--- src/inc/pump_cmd_regs.vh ---
`ifndef PUMP_CMD_REGS_VH
`define PUMP_CMD_REGS_VH

// ==========================================
// clock and link timing
`define MCLK_HZ 50000000
`define LINK_BAUD 57600
`define LINK_DATA_BITS 8
`define BAUD_DIV (`MCLK_HZ / `LINK_BAUD)

// ==========================================
// buffers
`define CMD_BUF_DEPTH 8
`define RX_FIFO_DEPTH 8

// ==========================================
// speed limits and reset values
`define SPEED_MIN_RPM 16'h03E8
`define SPEED_MAX_RPM 16'h1770
`define SPEED_RESET 16'h03E8
`define MAINT_NOTE 16'h0000
// firmware release numbers are arbitrary
`define FW_MAJOR 16'h0000
`define FW_MINOR 16'h0001

// ==========================================
// characters
`define CH_CR 8'h0D
`define CH_LF 8'h0A
`define CH_ZERO 8'h30
`define CH_ONE 8'h31
`define CH_NINE 8'h39
`define CH_QUERY 8'h3F
`define CH_SEMI 8'h3B
`define CH_COMMA 8'h2C
`define CH_DOT 8'h2E
`define CH_LD 8'h64
`define CH_LG 8'h67
`define CH_LP 8'h70
`define CH_LI 8'h69
`define CH_LL 8'h6C
`define CH_LH 8'h68
`define CH_UB 8'h42
`define CH_UE 8'h45
`define CH_US 8'h53
`define CH_UP 8'h50
`define CH_UV 8'h56

`endif

--- src/char_fifo.v ---
`timescale 1ns/1ps

module char_fifo #(
  parameter WIDTH = 8,
  parameter DEPTH = 8
) (
  input wire mclk,
  input wire rst_b,
  input wire [WIDTH-1:0] in_data,
  input wire in_valid,
  output wire in_ready,
  output wire [WIDTH-1:0] out_data,
  output wire out_valid,
  input wire out_ready
);

  localparam AW = $clog2(DEPTH);

  reg [WIDTH-1:0] mem [0:DEPTH-1];
  reg [AW-1:0] wr_ptr;
  reg [AW-1:0] rd_ptr;
  reg [AW:0] count;
  wire do_wr;
  wire do_rd;

  // ==========================================
  // handshakes
  assign in_ready = (count != DEPTH[AW:0]);
  assign out_valid = (count != {(AW+1){1'b0}});
  assign do_wr = in_valid & in_ready;
  assign do_rd = out_valid & out_ready;
  assign out_data = mem[rd_ptr];

  // ==========================================
  // storage
  always @(posedge mclk) begin
    if (do_wr) begin
      mem[wr_ptr] <= in_data;
    end
  end

  always @(posedge mclk or negedge rst_b) begin
    if (!rst_b) begin
      wr_ptr <= {AW{1'b0}};
      rd_ptr <= {AW{1'b0}};
      count <= {(AW+1){1'b0}};
    end else begin
      if (do_wr) begin
        wr_ptr <= (wr_ptr == DEPTH[AW-1:0] - 1'b1) ? {AW{1'b0}} : wr_ptr + 1'b1;
      end
      if (do_rd) begin
        rd_ptr <= (rd_ptr == DEPTH[AW-1:0] - 1'b1) ? {AW{1'b0}} : rd_ptr + 1'b1;
      end
      if (do_wr & ~do_rd) begin
        count <= count + 1'b1;
      end else if (do_rd & ~do_wr) begin
        count <= count - 1'b1;
      end
    end
  end

endmodule // char_fifo

--- src/pump_motor_serial_commands.v ---
`timescale 1ns/1ps
`include "pump_cmd_regs.vh"

module pump_motor_serial_commands (
  input wire mclk,
  input wire rst_b,
  input wire [7:0] rx_data,
  input wire rx_valid,
  output wire rx_ready,
  output reg [7:0] tx_data,
  output wire tx_valid,
  input wire tx_ready,
  output reg baud_tick,
  input wire wired_run,
  input wire [15:0] actual_speed_value,
  input wire [15:0] motor_current_ma,
  input wire [15:0] controller_temp_c,
  input wire [15:0] fault_word,
  output reg motor_run,
  output reg [15:0] target_speed_value,
  output reg serial_control
);

  // ==========================================
  // states and command codes
  localparam [3:0] S_COLLECT = 4'h0;
  localparam [3:0] S_DECODE = 4'h1;
  localparam [3:0] S_PARSE = 4'h2;
  localparam [3:0] S_EXEC = 4'h3;
  localparam [3:0] S_FIELD = 4'h4;
  localparam [3:0] S_DIGIT = 4'h5;
  localparam [3:0] S_NEXT = 4'h6;
  localparam [3:0] S_ACK = 4'h7;
  localparam [3:0] S_CR = 4'h8;
  localparam [3:0] S_TX = 4'h9;

  localparam [3:0] C_BAD = 4'h0;
  localparam [3:0] C_RUN = 4'h1;
  localparam [3:0] C_HALT = 4'h2;
  localparam [3:0] C_SPEED = 4'h3;
  localparam [3:0] C_POLL = 4'h4;
  localparam [3:0] C_FAULT = 4'h5;
  localparam [3:0] C_TGT = 4'h6;
  localparam [3:0] C_FLOOR = 4'h7;
  localparam [3:0] C_CEIL = 4'h8;
  localparam [3:0] C_FW = 4'h9;

  localparam integer BAUD_LAST = `BAUD_DIV - 1;
  localparam integer BUF_FULL = `CMD_BUF_DEPTH;

  // ==========================================
  // functions
  function [15:0] pow10;
    input [2:0] p;
    begin
      case (p)
        3'h0: pow10 = 16'h2710;
        3'h1: pow10 = 16'h03E8;
        3'h2: pow10 = 16'h0064;
        3'h3: pow10 = 16'h000A;
        default: pow10 = 16'h0001;
      endcase
    end
  endfunction

  function [2:0] field_count;
    input [3:0] c;
    begin
      case (c)
        C_POLL: field_count = 3'h4;
        C_FW: field_count = 3'h2;
        default: field_count = 3'h1;
      endcase
    end
  endfunction

  function is_digit;
    input [7:0] ch;
    begin
      is_digit = (ch >= `CH_ZERO) && (ch <= `CH_NINE);
    end
  endfunction

  // ==========================================
  // storage
  reg [7:0] cmd_buf [0:`CMD_BUF_DEPTH-1];
  reg [3:0] buf_len;
  reg overflow;
  reg [3:0] state;
  reg [3:0] ret_state;
  reg [3:0] cmd;
  reg [3:0] idx;
  reg [19:0] acc;
  reg arg_bad;
  reg arg_frac;
  reg arg_big;
  reg [7:0] ack;
  reg [2:0] fidx;
  reg [15:0] rem;
  reg [2:0] pos;
  reg [3:0] digit;
  reg started;
  reg serial_run;
  reg [2:0] run_sync;
  reg wired_level;
  reg [9:0] baud_cnt;

  wire [7:0] fifo_data;
  wire fifo_valid;
  wire fifo_take;
  wire [15:0] cur_pow;
  wire lead_ok;
  wire [7:0] pchar;
  wire [3:0] pdig;
  wire [19:0] next_acc;

  reg [15:0] fval;
  reg [7:0] fsep;
  reg [2:0] fmin;

  // ==========================================
  // receive buffering, stalls while replying
  char_fifo #(
    .WIDTH(`LINK_DATA_BITS),
    .DEPTH(`RX_FIFO_DEPTH)
  ) u_rx_fifo (
    .mclk(mclk),
    .rst_b(rst_b),
    .in_data(rx_data),
    .in_valid(rx_valid),
    .in_ready(rx_ready),
    .out_data(fifo_data),
    .out_valid(fifo_valid),
    .out_ready(fifo_take)
  );

  assign fifo_take = (state == S_COLLECT);
  assign tx_valid = (state == S_TX);
  assign cur_pow = pow10(pos);
  assign lead_ok = ({1'b0, pos} + {1'b0, fmin}) >= 4'h5;
  assign pchar = cmd_buf[idx[2:0]];
  assign pdig = pchar[3:0];
  assign next_acc = acc * 20'h0000A + {16'h0000, pdig};

  // ==========================================
  // bit rate tick for the serial engine
  always @(posedge mclk or negedge rst_b) begin
    if (!rst_b) begin
      baud_cnt <= 10'h000;
      baud_tick <= 1'b0;
    end else if (baud_cnt == BAUD_LAST[9:0]) begin
      baud_cnt <= 10'h000;
      baud_tick <= 1'b1;
    end else begin
      baud_cnt <= baud_cnt + 10'h001;
      baud_tick <= 1'b0;
    end
  end

  // ==========================================
  // wired run input, filtered pin
  always @(posedge mclk or negedge rst_b) begin
    if (!rst_b) begin
      run_sync <= 3'h0;
      wired_level <= 1'b0;
      motor_run <= 1'b0;
    end else begin
      run_sync <= {run_sync[1:0], wired_run};
      if (run_sync[2] == run_sync[1]) begin
        wired_level <= run_sync[2];
      end
      // serial ownership is sticky so a stray wired level cannot restart a halted motor
      motor_run <= serial_control ? serial_run : wired_level;
    end
  end

  // ==========================================
  // reply field selection
  always @* begin
    fval = `MAINT_NOTE;
    fsep = `CH_SEMI;
    fmin = 3'h1;
    case (cmd)
      C_SPEED, C_TGT: fval = target_speed_value;
      C_FAULT: fval = fault_word;
      C_FLOOR: fval = `SPEED_MIN_RPM;
      C_CEIL: fval = `SPEED_MAX_RPM;
      C_POLL: begin
        case (fidx)
          3'h0: fval = actual_speed_value;
          3'h1: fval = motor_current_ma;
          3'h2: fval = controller_temp_c;
          default: fval = fault_word;
        endcase
        if (fidx != 3'h0) begin
          fsep = `CH_COMMA;
        end
      end
      C_FW: begin
        if (fidx == 3'h0) begin
          fval = `FW_MAJOR;
          fsep = `CH_DOT;
          fmin = 3'h2;
        end else begin
          fval = `FW_MINOR;
          fmin = 3'h3;
        end
      end
      default: fval = `MAINT_NOTE;
    endcase
  end

  // ==========================================
  // command engine
  always @(posedge mclk or negedge rst_b) begin
    if (!rst_b) begin
      state <= S_COLLECT;
      ret_state <= S_COLLECT;
      buf_len <= 4'h0;
      overflow <= 1'b0;
      cmd <= C_BAD;
      idx <= 4'h0;
      acc <= 20'h00000;
      arg_bad <= 1'b0;
      arg_frac <= 1'b0;
      arg_big <= 1'b0;
      ack <= `CH_QUERY;
      fidx <= 3'h0;
      rem <= 16'h0000;
      pos <= 3'h0;
      digit <= 4'h0;
      started <= 1'b0;
      tx_data <= 8'h00;
      serial_run <= 1'b0;
      serial_control <= 1'b0;
      target_speed_value <= `SPEED_RESET;
    end else begin
      case (state)
        S_COLLECT: begin
          if (fifo_valid) begin
            if (fifo_data == `CH_CR) begin
              state <= S_DECODE;
            end else if (fifo_data == `CH_LF) begin
              state <= S_COLLECT;
            end else if (buf_len != BUF_FULL[3:0]) begin
              cmd_buf[buf_len[2:0]] <= fifo_data;
              buf_len <= buf_len + 4'h1;
            end else begin
              overflow <= 1'b1;
            end
          end
        end
        S_DECODE: begin
          idx <= 4'h2;
          acc <= 20'h00000;
          arg_bad <= 1'b0;
          arg_frac <= 1'b0;
          arg_big <= 1'b0;
          fidx <= 3'h0;
          state <= S_EXEC;
          cmd <= C_BAD;
          if (overflow) begin
            cmd <= C_BAD;
          end else if (buf_len == 4'h2) begin
            if (cmd_buf[0] == `CH_LD && cmd_buf[1] == `CH_UB) cmd <= C_RUN;
            if (cmd_buf[0] == `CH_LD && cmd_buf[1] == `CH_UE) cmd <= C_HALT;
            if (cmd_buf[0] == `CH_LP && cmd_buf[1] == `CH_UP) cmd <= C_POLL;
            if (cmd_buf[0] == `CH_LG && cmd_buf[1] == `CH_UP) cmd <= C_FAULT;
            if (cmd_buf[0] == `CH_LG && cmd_buf[1] == `CH_US) cmd <= C_TGT;
            if (cmd_buf[0] == `CH_LI && cmd_buf[1] == `CH_UV) cmd <= C_FW;
          end else if (buf_len > 4'h2) begin
            if (cmd_buf[0] == `CH_LD && cmd_buf[1] == `CH_US) begin
              cmd <= C_SPEED;
              state <= S_PARSE;
            end else if (buf_len == 4'h3 && cmd_buf[0] == `CH_LG && cmd_buf[1] == `CH_US) begin
              if (cmd_buf[2] == `CH_LL) cmd <= C_FLOOR;
              if (cmd_buf[2] == `CH_LH) cmd <= C_CEIL;
            end
          end
        end
        S_PARSE: begin
          if (idx == buf_len) begin
            state <= S_EXEC;
          end else begin
            idx <= idx + 4'h1;
            if (is_digit(pchar)) begin
              if (!arg_big && !arg_frac) begin
                acc <= next_acc;
                if (next_acc > 20'h0FFFF) arg_big <= 1'b1;
              end
            end else if (pchar == `CH_DOT) begin
              arg_frac <= 1'b1;
            end else begin
              arg_bad <= 1'b1;
            end
          end
        end
        S_EXEC: begin
          ack <= `CH_ONE;
          state <= S_FIELD;
          case (cmd)
            C_RUN: begin
              serial_control <= 1'b1;
              serial_run <= 1'b1;
            end
            C_HALT: begin
              serial_control <= 1'b1;
              serial_run <= 1'b0;
            end
            C_SPEED: begin
              if (arg_bad) begin
                ack <= `CH_QUERY;
                state <= S_ACK;
              end else if (arg_frac || arg_big) begin
                ack <= `CH_ZERO;
              end else if (acc < {4'h0, `SPEED_MIN_RPM} || acc > {4'h0, `SPEED_MAX_RPM}) begin
                ack <= `CH_ZERO;
              end else begin
                serial_control <= 1'b1;
                target_speed_value <= acc[15:0];
              end
            end
            C_BAD: begin
              ack <= `CH_QUERY;
              state <= S_ACK;
            end
            default: ack <= `CH_ONE;
          endcase
        end
        S_FIELD: begin
          rem <= fval;
          pos <= 3'h0;
          digit <= 4'h0;
          started <= 1'b0;
          state <= S_DIGIT;
        end
        S_DIGIT: begin
          if (rem >= cur_pow) begin
            rem <= rem - cur_pow;
            digit <= digit + 4'h1;
          end else if (digit != 4'h0 || started || lead_ok) begin
            tx_data <= `CH_ZERO + {4'h0, digit};
            started <= 1'b1;
            ret_state <= S_NEXT;
            state <= S_TX;
          end else begin
            state <= S_NEXT;
          end
        end
        S_NEXT: begin
          digit <= 4'h0;
          if (pos == 3'h4) begin
            tx_data <= fsep;
            fidx <= fidx + 3'h1;
            ret_state <= (fidx == field_count(cmd) - 3'h1) ? S_ACK : S_FIELD;
            state <= S_TX;
          end else begin
            pos <= pos + 3'h1;
            state <= S_DIGIT;
          end
        end
        S_ACK: begin
          tx_data <= ack;
          ret_state <= S_CR;
          state <= S_TX;
        end
        S_CR: begin
          tx_data <= `CH_CR;
          buf_len <= 4'h0;
          overflow <= 1'b0;
          ret_state <= S_COLLECT;
          state <= S_TX;
        end
        S_TX: begin
          // no timeout on the sender: a stalled serial engine holds the reply
          if (tx_ready) begin
            state <= ret_state;
          end
        end
        default: state <= S_COLLECT;
      endcase
    end
  end

endmodule // pump_motor_serial_commands

--- config.mk ---
export PLATFORM = sky130hd
export DESIGN_NAME = pump_motor_serial_commands
export DESIGN_NICKNAME = d
export VERILOG_FILES = /design/src/char_fifo.v /design/src/pump_motor_serial_commands.v
export VERILOG_INCLUDE_DIRS = /design/src /design/src/inc
export SDC_FILE = /design/constraint.sdc
export NUM_CORES = 1
export LEC_CHECK = 0
export BUFFER_PORTS_ARGS = -buffer_cell sky130_fd_sc_hd__buf_4
export CAP_MARGIN = 20
export CELL_PAD_IN_SITES_DETAIL_PLACEMENT = 0
export CELL_PAD_IN_SITES_GLOBAL_PLACEMENT = 1
export CORE_ASPECT_RATIO = 1.5
export CORE_MARGIN = 8
export CORE_UTILIZATION = 45
export CTS_BUF_LIST = sky130_fd_sc_hd__clkbuf_8
export DETAILED_ROUTE_END_ITERATION = 12
export GPL_ROUTABILITY_DRIVEN = 0
export GPL_TIMING_DRIVEN = 0
export HOLD_SLACK_MARGIN = 0.06
export PLACE_DENSITY = 0.85
export RECOVER_POWER = 100
export SLEW_MARGIN = 15
export SYNTH_ARGS = -nofsm -noshare
export SYNTH_HDL_FRONTEND = slang
export SYNTH_SLANG_ARGS = --single-unit
--- constraint.sdc ---
create_clock -name mclk -period 3.8 [get_ports mclk]
set_input_delay 0.76 -clock mclk [delete_from_list [all_inputs] [get_ports mclk]]
set_output_delay 0.76 -clock mclk [all_outputs]
set_load 0.005 [all_outputs]
Word level (Yosys, flattened, before mapping)
Memories as Yosys holds them, arrays and structs flattened.
Index checks and enable logic that the tools add are counted.
{"block": "totals", "word_cells": 303, "output_inout_bits": 29, "ff_bits": 131, "n_memories": 2, "in_bits": 77, "ramBits": 128}
{"block": "classes", "mux": 113, "mul": 1, "eq_ne": 71, "n_addsub": 15, "n_bitwise": 9, "n_reduce_logical": 56, "magnitude_cmp": 8}
{"name": "cmd_buf", "words": 8, "width": 8, "rd": 4, "rd_ports_with_merged_regs": 0, "write_ports": 1, "line_no": "pump_motor_serial_commands.v:86", "rtl": "reg [7:0] cmd_buf [0:`CMD_BUF_DEPTH-1];"}
{"name": "u_rx_fifo.mem", "words": 8, "width": 8, "rd": 1, "rd_ports_with_merged_regs": 0, "write_ports": 1, "line_no": "char_fifo.v:19", "rtl": "reg [WIDTH-1:0] mem [0:DEPTH-1];"}
{"op": "2-to-1 mux 4 bit", "count": 31}
{"op": "case mux 16 bit (6 select lines)", "count": 1}
{"op": "== test 8 x 7 -> 1 bit (second input constant)", "count": 11}
{"op": "2-to-1 mux 20 bit", "count": 3}
{"op": "case mux 14 bit (4 select lines)", "count": 1}
{"op": "case mux 16 bit (3 select lines)", "count": 1}
{"op": "inequality test 2 bit (second input constant)", "count": 20}
{"op": "case mux 20 bit (2 select lines)", "count": 1}
{"op": "2-to-1 mux 1 bit", "count": 38}
{"op": "case mux 4 bit (9 select lines)", "count": 1}
{"op": "== test 4 x 3 -> 1 bit (second input constant)", "count": 8}
{"op": "case mux 16 bit (2 select lines)", "count": 1}
{"op": "case mux 4 bit (2 select lines)", "count": 4}
{"op": "case mux 8 bit (4 select lines)", "count": 1}
{"op": "AND reduction 5 bit", "count": 6}
{"op": "== test 4 x 2 -> 1 bit (second input constant)", "count": 6}
{"op": "2-to-1 mux 8 bit", "count": 3}
{"op": "2-to-1 mux 3 bit", "count": 7}
{"op": "adder 20 x 4 -> 20 bit", "count": 1}
{"op": "greater-than comparator 20 x 13 -> 1 bit (second input constant)", "count": 1}
{"op": "greater-than comparator 20 x 16 -> 1 bit (second input constant)", "count": 1}
{"op": "less-than comparator 20 x 10 -> 1 bit (second input constant)", "count": 1}
{"op": "multiplier 20 x 3 -> 19 bit (second input constant)", "count": 1}
{"op": "case mux 3 bit (2 select lines)", "count": 3}
{"op": "other kinds (49)", "count": 121}

Longest topological paths before layout
An unclocked memory read counts as a cell.
{"block": "logic_depth", "ltp_word": 11, "mapped_depth": 18, "mapped_depth_nobuf": 16}

Cells and area by module
Synthesis repeated with hierarchy kept, for this count alone.
{"block": "hier_totals", "hier_cells": 1252, "hier_area_um2": 13968.4}
{"module": "pump_motor_serial_commands", "n_inst": 1, "area_per_inst_um2": 10804.1, "cells_each": 1093, "seq_area_each_um2": 4759.6}
{"module": "char_fifo", "n_inst": 1, "area_per_inst_um2": 3164.3, "cells_each": 159, "seq_area_each_um2": 2172.1}

Worst setup path before layout
No wires, ideal clock.
{"block": "synth_path", "path_type": "reg-to-reg", "from": "reg pos[0]", "to": "reg tx_data[2]", "setup_time_ps": 83, "required_ps": 3717, "setup_slack_ps": 75, "n_path_buf": 1, "synth_period_minus_slack_ps": 3725, "stages_incl_launch_ff": 18, "t_arrival_ps": 3643, "cell_sequence": "dfrtp_1 -> inv_1 -> ha_1 -> o21ai_0 -> and3_1 -> ha_1 -> inv_1 -> fa_1 -> a21o_1 -> a21oi_1 -> o21ai_0 -> a2111oi_0 -> o211a_1 -> nor3_1 -> a211oi_4 -> buf_2 -> o311ai_0 -> o21ai_0"}
{"block": "synth_via", "elab_chain_cells": 5}
{"item": "start: declaration", "line_no": "pump_motor_serial_commands.v:100", "rtl": "reg [2:0] pos;"}
{"item": "start signal: assignment", "line_no": "pump_motor_serial_commands.v:358", "rtl": "pos <= pos + 3'h1;"}
{"item": "== test 3 x 2 -> 1 bit (tied with other cells)", "line_no": "pump_motor_serial_commands.v:56", "rtl": "case (p)"}
{"item": "case mux 14 bit (4 select lines) or >= comparator 4 x 3 -> 1 bit (tied branches)", "line_no": "pump_motor_serial_commands.v:56, pump_motor_serial_commands.v:140"}
{"item": ">= comparator 16 bit or logical OR 1 bit (tied branches)", "line_no": "pump_motor_serial_commands.v:338, pump_motor_serial_commands.v:341"}
{"item": "inequality test 2 bit (no line)"}
{"item": "AND reduction 4 bit (no line) *"}
{"item": "end signal: assignment", "line_no": "pump_motor_serial_commands.v:342", "rtl": "tx_data <= `CH_ZERO + {4'h0, digit};"}
{"item": "end signal: assignment", "line_no": "pump_motor_serial_commands.v:353", "rtl": "tx_data <= fsep;"}
{"item": "end signal: assignment", "line_no": "pump_motor_serial_commands.v:363", "rtl": "tx_data <= ack;"}
{"item": "end: declaration", "line_no": "pump_motor_serial_commands.v:10", "rtl": "output reg [7:0] tx_data,"}
Every way passes the cells marked *; elsewhere a longest branch is shown, timed or not.
A chain may end at the register's enable or synchronous reset.

Final worst setup path
{"block": "layout_path", "from": "reg pos[1]", "to": "reg tx_data[0]"}
The elaborated chain is that of the path after synthesis.

==> impl_results.md <==
- Failing checks: max-capacitance violations, max-slew violations
- Final worst slack: 0.1390 ns
- Critical path type: flop to flop
- Rows: 79
- Tot GR Track Use: around a fifth
- Routed wire length: 36,290 um
- Slew HR: -24.86%
- FFs w/ async S/R, synth: 49.00%
- Dpl hpwl: 26,700 um
- Top delay family on crit path: compound AO/OA/AOI/OAI gates
- Drt wl/cell: between 15 and 20 um
- CP bufs+invs: 3
- CP Capture Type: flop
- Worst-path cell chain: inv_2 > ha_1 > o21ai_2 > and3_4 > ha_1 > inv_1 > fa_2 > a21o_1 > a21oi_2 > o21ai_2 > a2111oi_4 > o211a_1 > nor3_4 > a211oi_4 > buf_4 > mux2_2
- Cts-stage hold buffer count: 0
- Crit Reg-Reg Startpoint: pos[1]
- Final setup fails: 0
- Leak: 6.764 nW
- Crit path max fanout: 4
- Largest net degree at the start of global routing: 74
- Layout area overhead: 17.34%
- Post-synth top area share: around 27%
- Synth area leader: edfxtp_1
- Setup Skew: 0.04501 ns
- Levels on crit path: 16
- Comb power frac: 42.6%
- CTS HTree Levels: 2
- Worst setup SP type: flop
- Final Cell Area: 0.01656 mm^2
- Synth Flop Type: edfxtp_1
- Die Area: 0.03740 mm^2
- Syn Area/Cell: about 11 um^2
- Seq pwr share: between 30% and 40%
- Pwr Density: 665.9 mW/mm^2
- Yosys cell types: 94
- Clock root buffer: clkbuf_8
- Num ports: between 100 and 150
- Outcome: finished with violations
- RSZ-0062 raised after global routing: yes
- Synth Cell Area: 0.01411 mm^2
- Placed inst area: 0.01547 mm^2
- Routed vias/inst: roughly 5.7
- Seq/Total Area, Yosys: roughly half
- Part of the cycle the worst path needs: slightly below 100%
- Ranking of synthesized cells by area: edfxtp_1 27%, dfrtp_1 20%, ha_1 6.3%, mux4_2 3.7%, nand2_1 3.6%
- Place WS: -0.9076 ns
- Cells after synthesis: 1,286
- EDFF count, synth: 128
- Required @ worst endpoint: approximately 4.3 ns
- TritonCTS clock tree: yes
- Worst-skew pair later-pin latency: 0.57 ns
- Hold Vio Cnt, Final: 0
- Die Ht: 232.9 um
- PortBufs: a little over 100
- Sw frac: a little under two fifths
- Initial Util: 45.61%
- Sink Count: about 250
- 1st-pass router iterations: 5
- Actual slew at the worst max-slew pin: 1.873 ns
- IR drop worst, VDD: about 0.57 mV
- Worst-path clk slew: 0.07 ns
- Gr ovfl total: 0
- Reg2Reg Setup Slack: 0.14 ns
- Reg2reg path depth: 16
- Worst EP arrival: between 4 and 5 ns
- Yosys warns: 0
- Vias in the first global route: 10,960
- FMAX: around 270 MHz
- DR vias: 10,840
- # nets final: around 1,600
- Final ANT Viol Nets: 0
- Crit path time final: 3.661 ns
- CTS Buffer Depth: 3
- Die X: 160.6 um
- Flops & latches, synth: 251
- Sw power: 4.200 mW
- Final Max Slew Viols: 74
- First-pass GRT wire length: 57,830 um
- # DRC: 0
- Maximum Capacitance Violations: 1
- Initial DRC count: 600
- HP Class: primary input to asynchronous set/reset pin
- Layout cells sized above 1: between 10% and 20%
- CTS Buf Count: 41
- Max incr delay on CP: around 0.4 ns
- Core area: 0.03094 mm^2
- FF-to-FF End: tx_data[0]
- Critical-path cell with the highest stage delay: dfrtp_2
- Pint: about 6.8 mW
- Initial antenna violation count: 1
- Clk pwr share: 22.7%
power by group through the flow:
stage / registers (mW) / clock network (mW) / logic, mW
finish: 3.83 / 2.50 / 4.70
global route: 3.88 / 2.67 / 5.19
CTS: 3.83 / 2.55 / 4.62
detailed placement: 3.88 / 0 / 4.37
global placement: 3.85 / 0 / 4.27
floorplan: 3.76 / 0 / 3.21
registers in the layout, summed over array words and instances (netlist names), 4 cells and up:
register and count:
rem 16, ret_state 4, u_rx_fifo.count 4, buf_len 4, u_rx_fifo.mem 64, state 4, tx_data 6, digit 4
cmd_buf 64, cmd 4, target_speed_value 16, idx 4, baud_cnt 10, acc 20
final cells by class:
cell class                      instances  area, um^2
Fill cell                            2689       14380
Sequential cell                       251        6937
Multi-Input combinational cell        943        6919
Timing Repair Buffer                  128       898.4
Clock buffer                           42       578.1
Tap cell                              405       506.7
Clock inverter                         34       295.3
Buffer                                 54       276.5
Inverter                               38       145.1
Antenna cell                            1       2.502
stage by stage:
stage	hold WS (ns)	utilization [%]	instances	setup TNS (ns)	power, mW
after global placement	0.3351	49.76	1795	-26.93	8.117
after CTS	0.1698	53.37	1883	-0.2768	11.00
final	0.1588	53.52	1896	0	11.03
after floorplan	0.3312	-	1287	0	6.970
after global routing	0.1892	53.51	1895	-0.006934	11.75
after detailed placement	0.3464	50.00	1798	-29.03	8.249
layer usage:
layer | vias to the layer above | share of wire (%) | global-route usage (%)
met2 | 309 | 51 | 34.60
met5 | - | 0 | 0
li1 | 5170 | - | -
met1 | 5284 | 40 | 21.33
met3 | 79 | 5.4 | 3.750
met4 | 0 | 3.5 | 8.494
worst max path at each step:
stage / startpoint / end
floorplan: pos[0] / tx_data[2]
global placement: pos[0] / tx_data[2]
detailed placement: pos[0] / tx_data[2]
CTS: u_rx_fifo.rd_ptr[1] / cmd_buf[2][6]
global route: pos[0] / tx_data[0]
finish: pos[1] / tx_data[0]
timing repair:
| action | CTS | global route |
|---|---|---|
| gates cloned | 0 | 0 |
| endpoints found under the setup margin | 71 | 90 |
| gates resized for setup | 32 | 31 |
| setup buffers | 9 | 13 |
| pin swaps | 9 | 13 |
placed cells by master, fill, tap and decap left out, types with 11 or more instances in the layout:
cell,instances
clkbuf_8,42
mux4_2,23
xnor2_1,36
o21a_1,12
edfxtp_1,128
a21oi_1,68
clkbuf_4,15
inv_1,47
a21o_1,16
a31oi_1,13
a22o_1,11
mux2_2,20
o21ai_0,84
nand4_1,14
a22oi_1,11
ha_1,67
buf_4,99
mux2_1,13
clkbuf_1,51
nor2b_1,14
nand2_1,134
nor3_1,34
nand2b_1,14
dfrtp_1,111
xor2_1,19
nand3_1,26
nor2_1,106
synth_stat cells, types with 10 or more instances:
cell type and n:
a22o_1 11, nor2b_1 14, o21ai_0 87, nor3_1 40
nand2b_1 14, ha_1 71, nand4_1 13, inv_1 37
nand3_1 26, clkbuf_1 32, edfxtp_1 128, o21a_1 12
xnor2_1 36, mux2_2 25, a21o_1 16, mux4_2 23
a31oi_1 13, xor2_1 19, a21oi_1 68, nor2_1 112
buf_2 10, nand2_1 135, a22oi_1 11, dfrtp_1 115
kinds of logic after synthesis:
family | count (synthesis) | share of synthesized area [%]
other | 1 | 0.02657
DFF | 251 | 49.12
AOI/OAI and AO/OA | 315 | 14.88
and+or+nand+nor | 420 | 14.46
buffers and inverters | 93 | 2.837
xor gates and xnor gates | 55 | 3.414
adders and majority gates | 83 | 7.501
muxes | 68 | 7.759
Power figures use the tool's default switching activity.
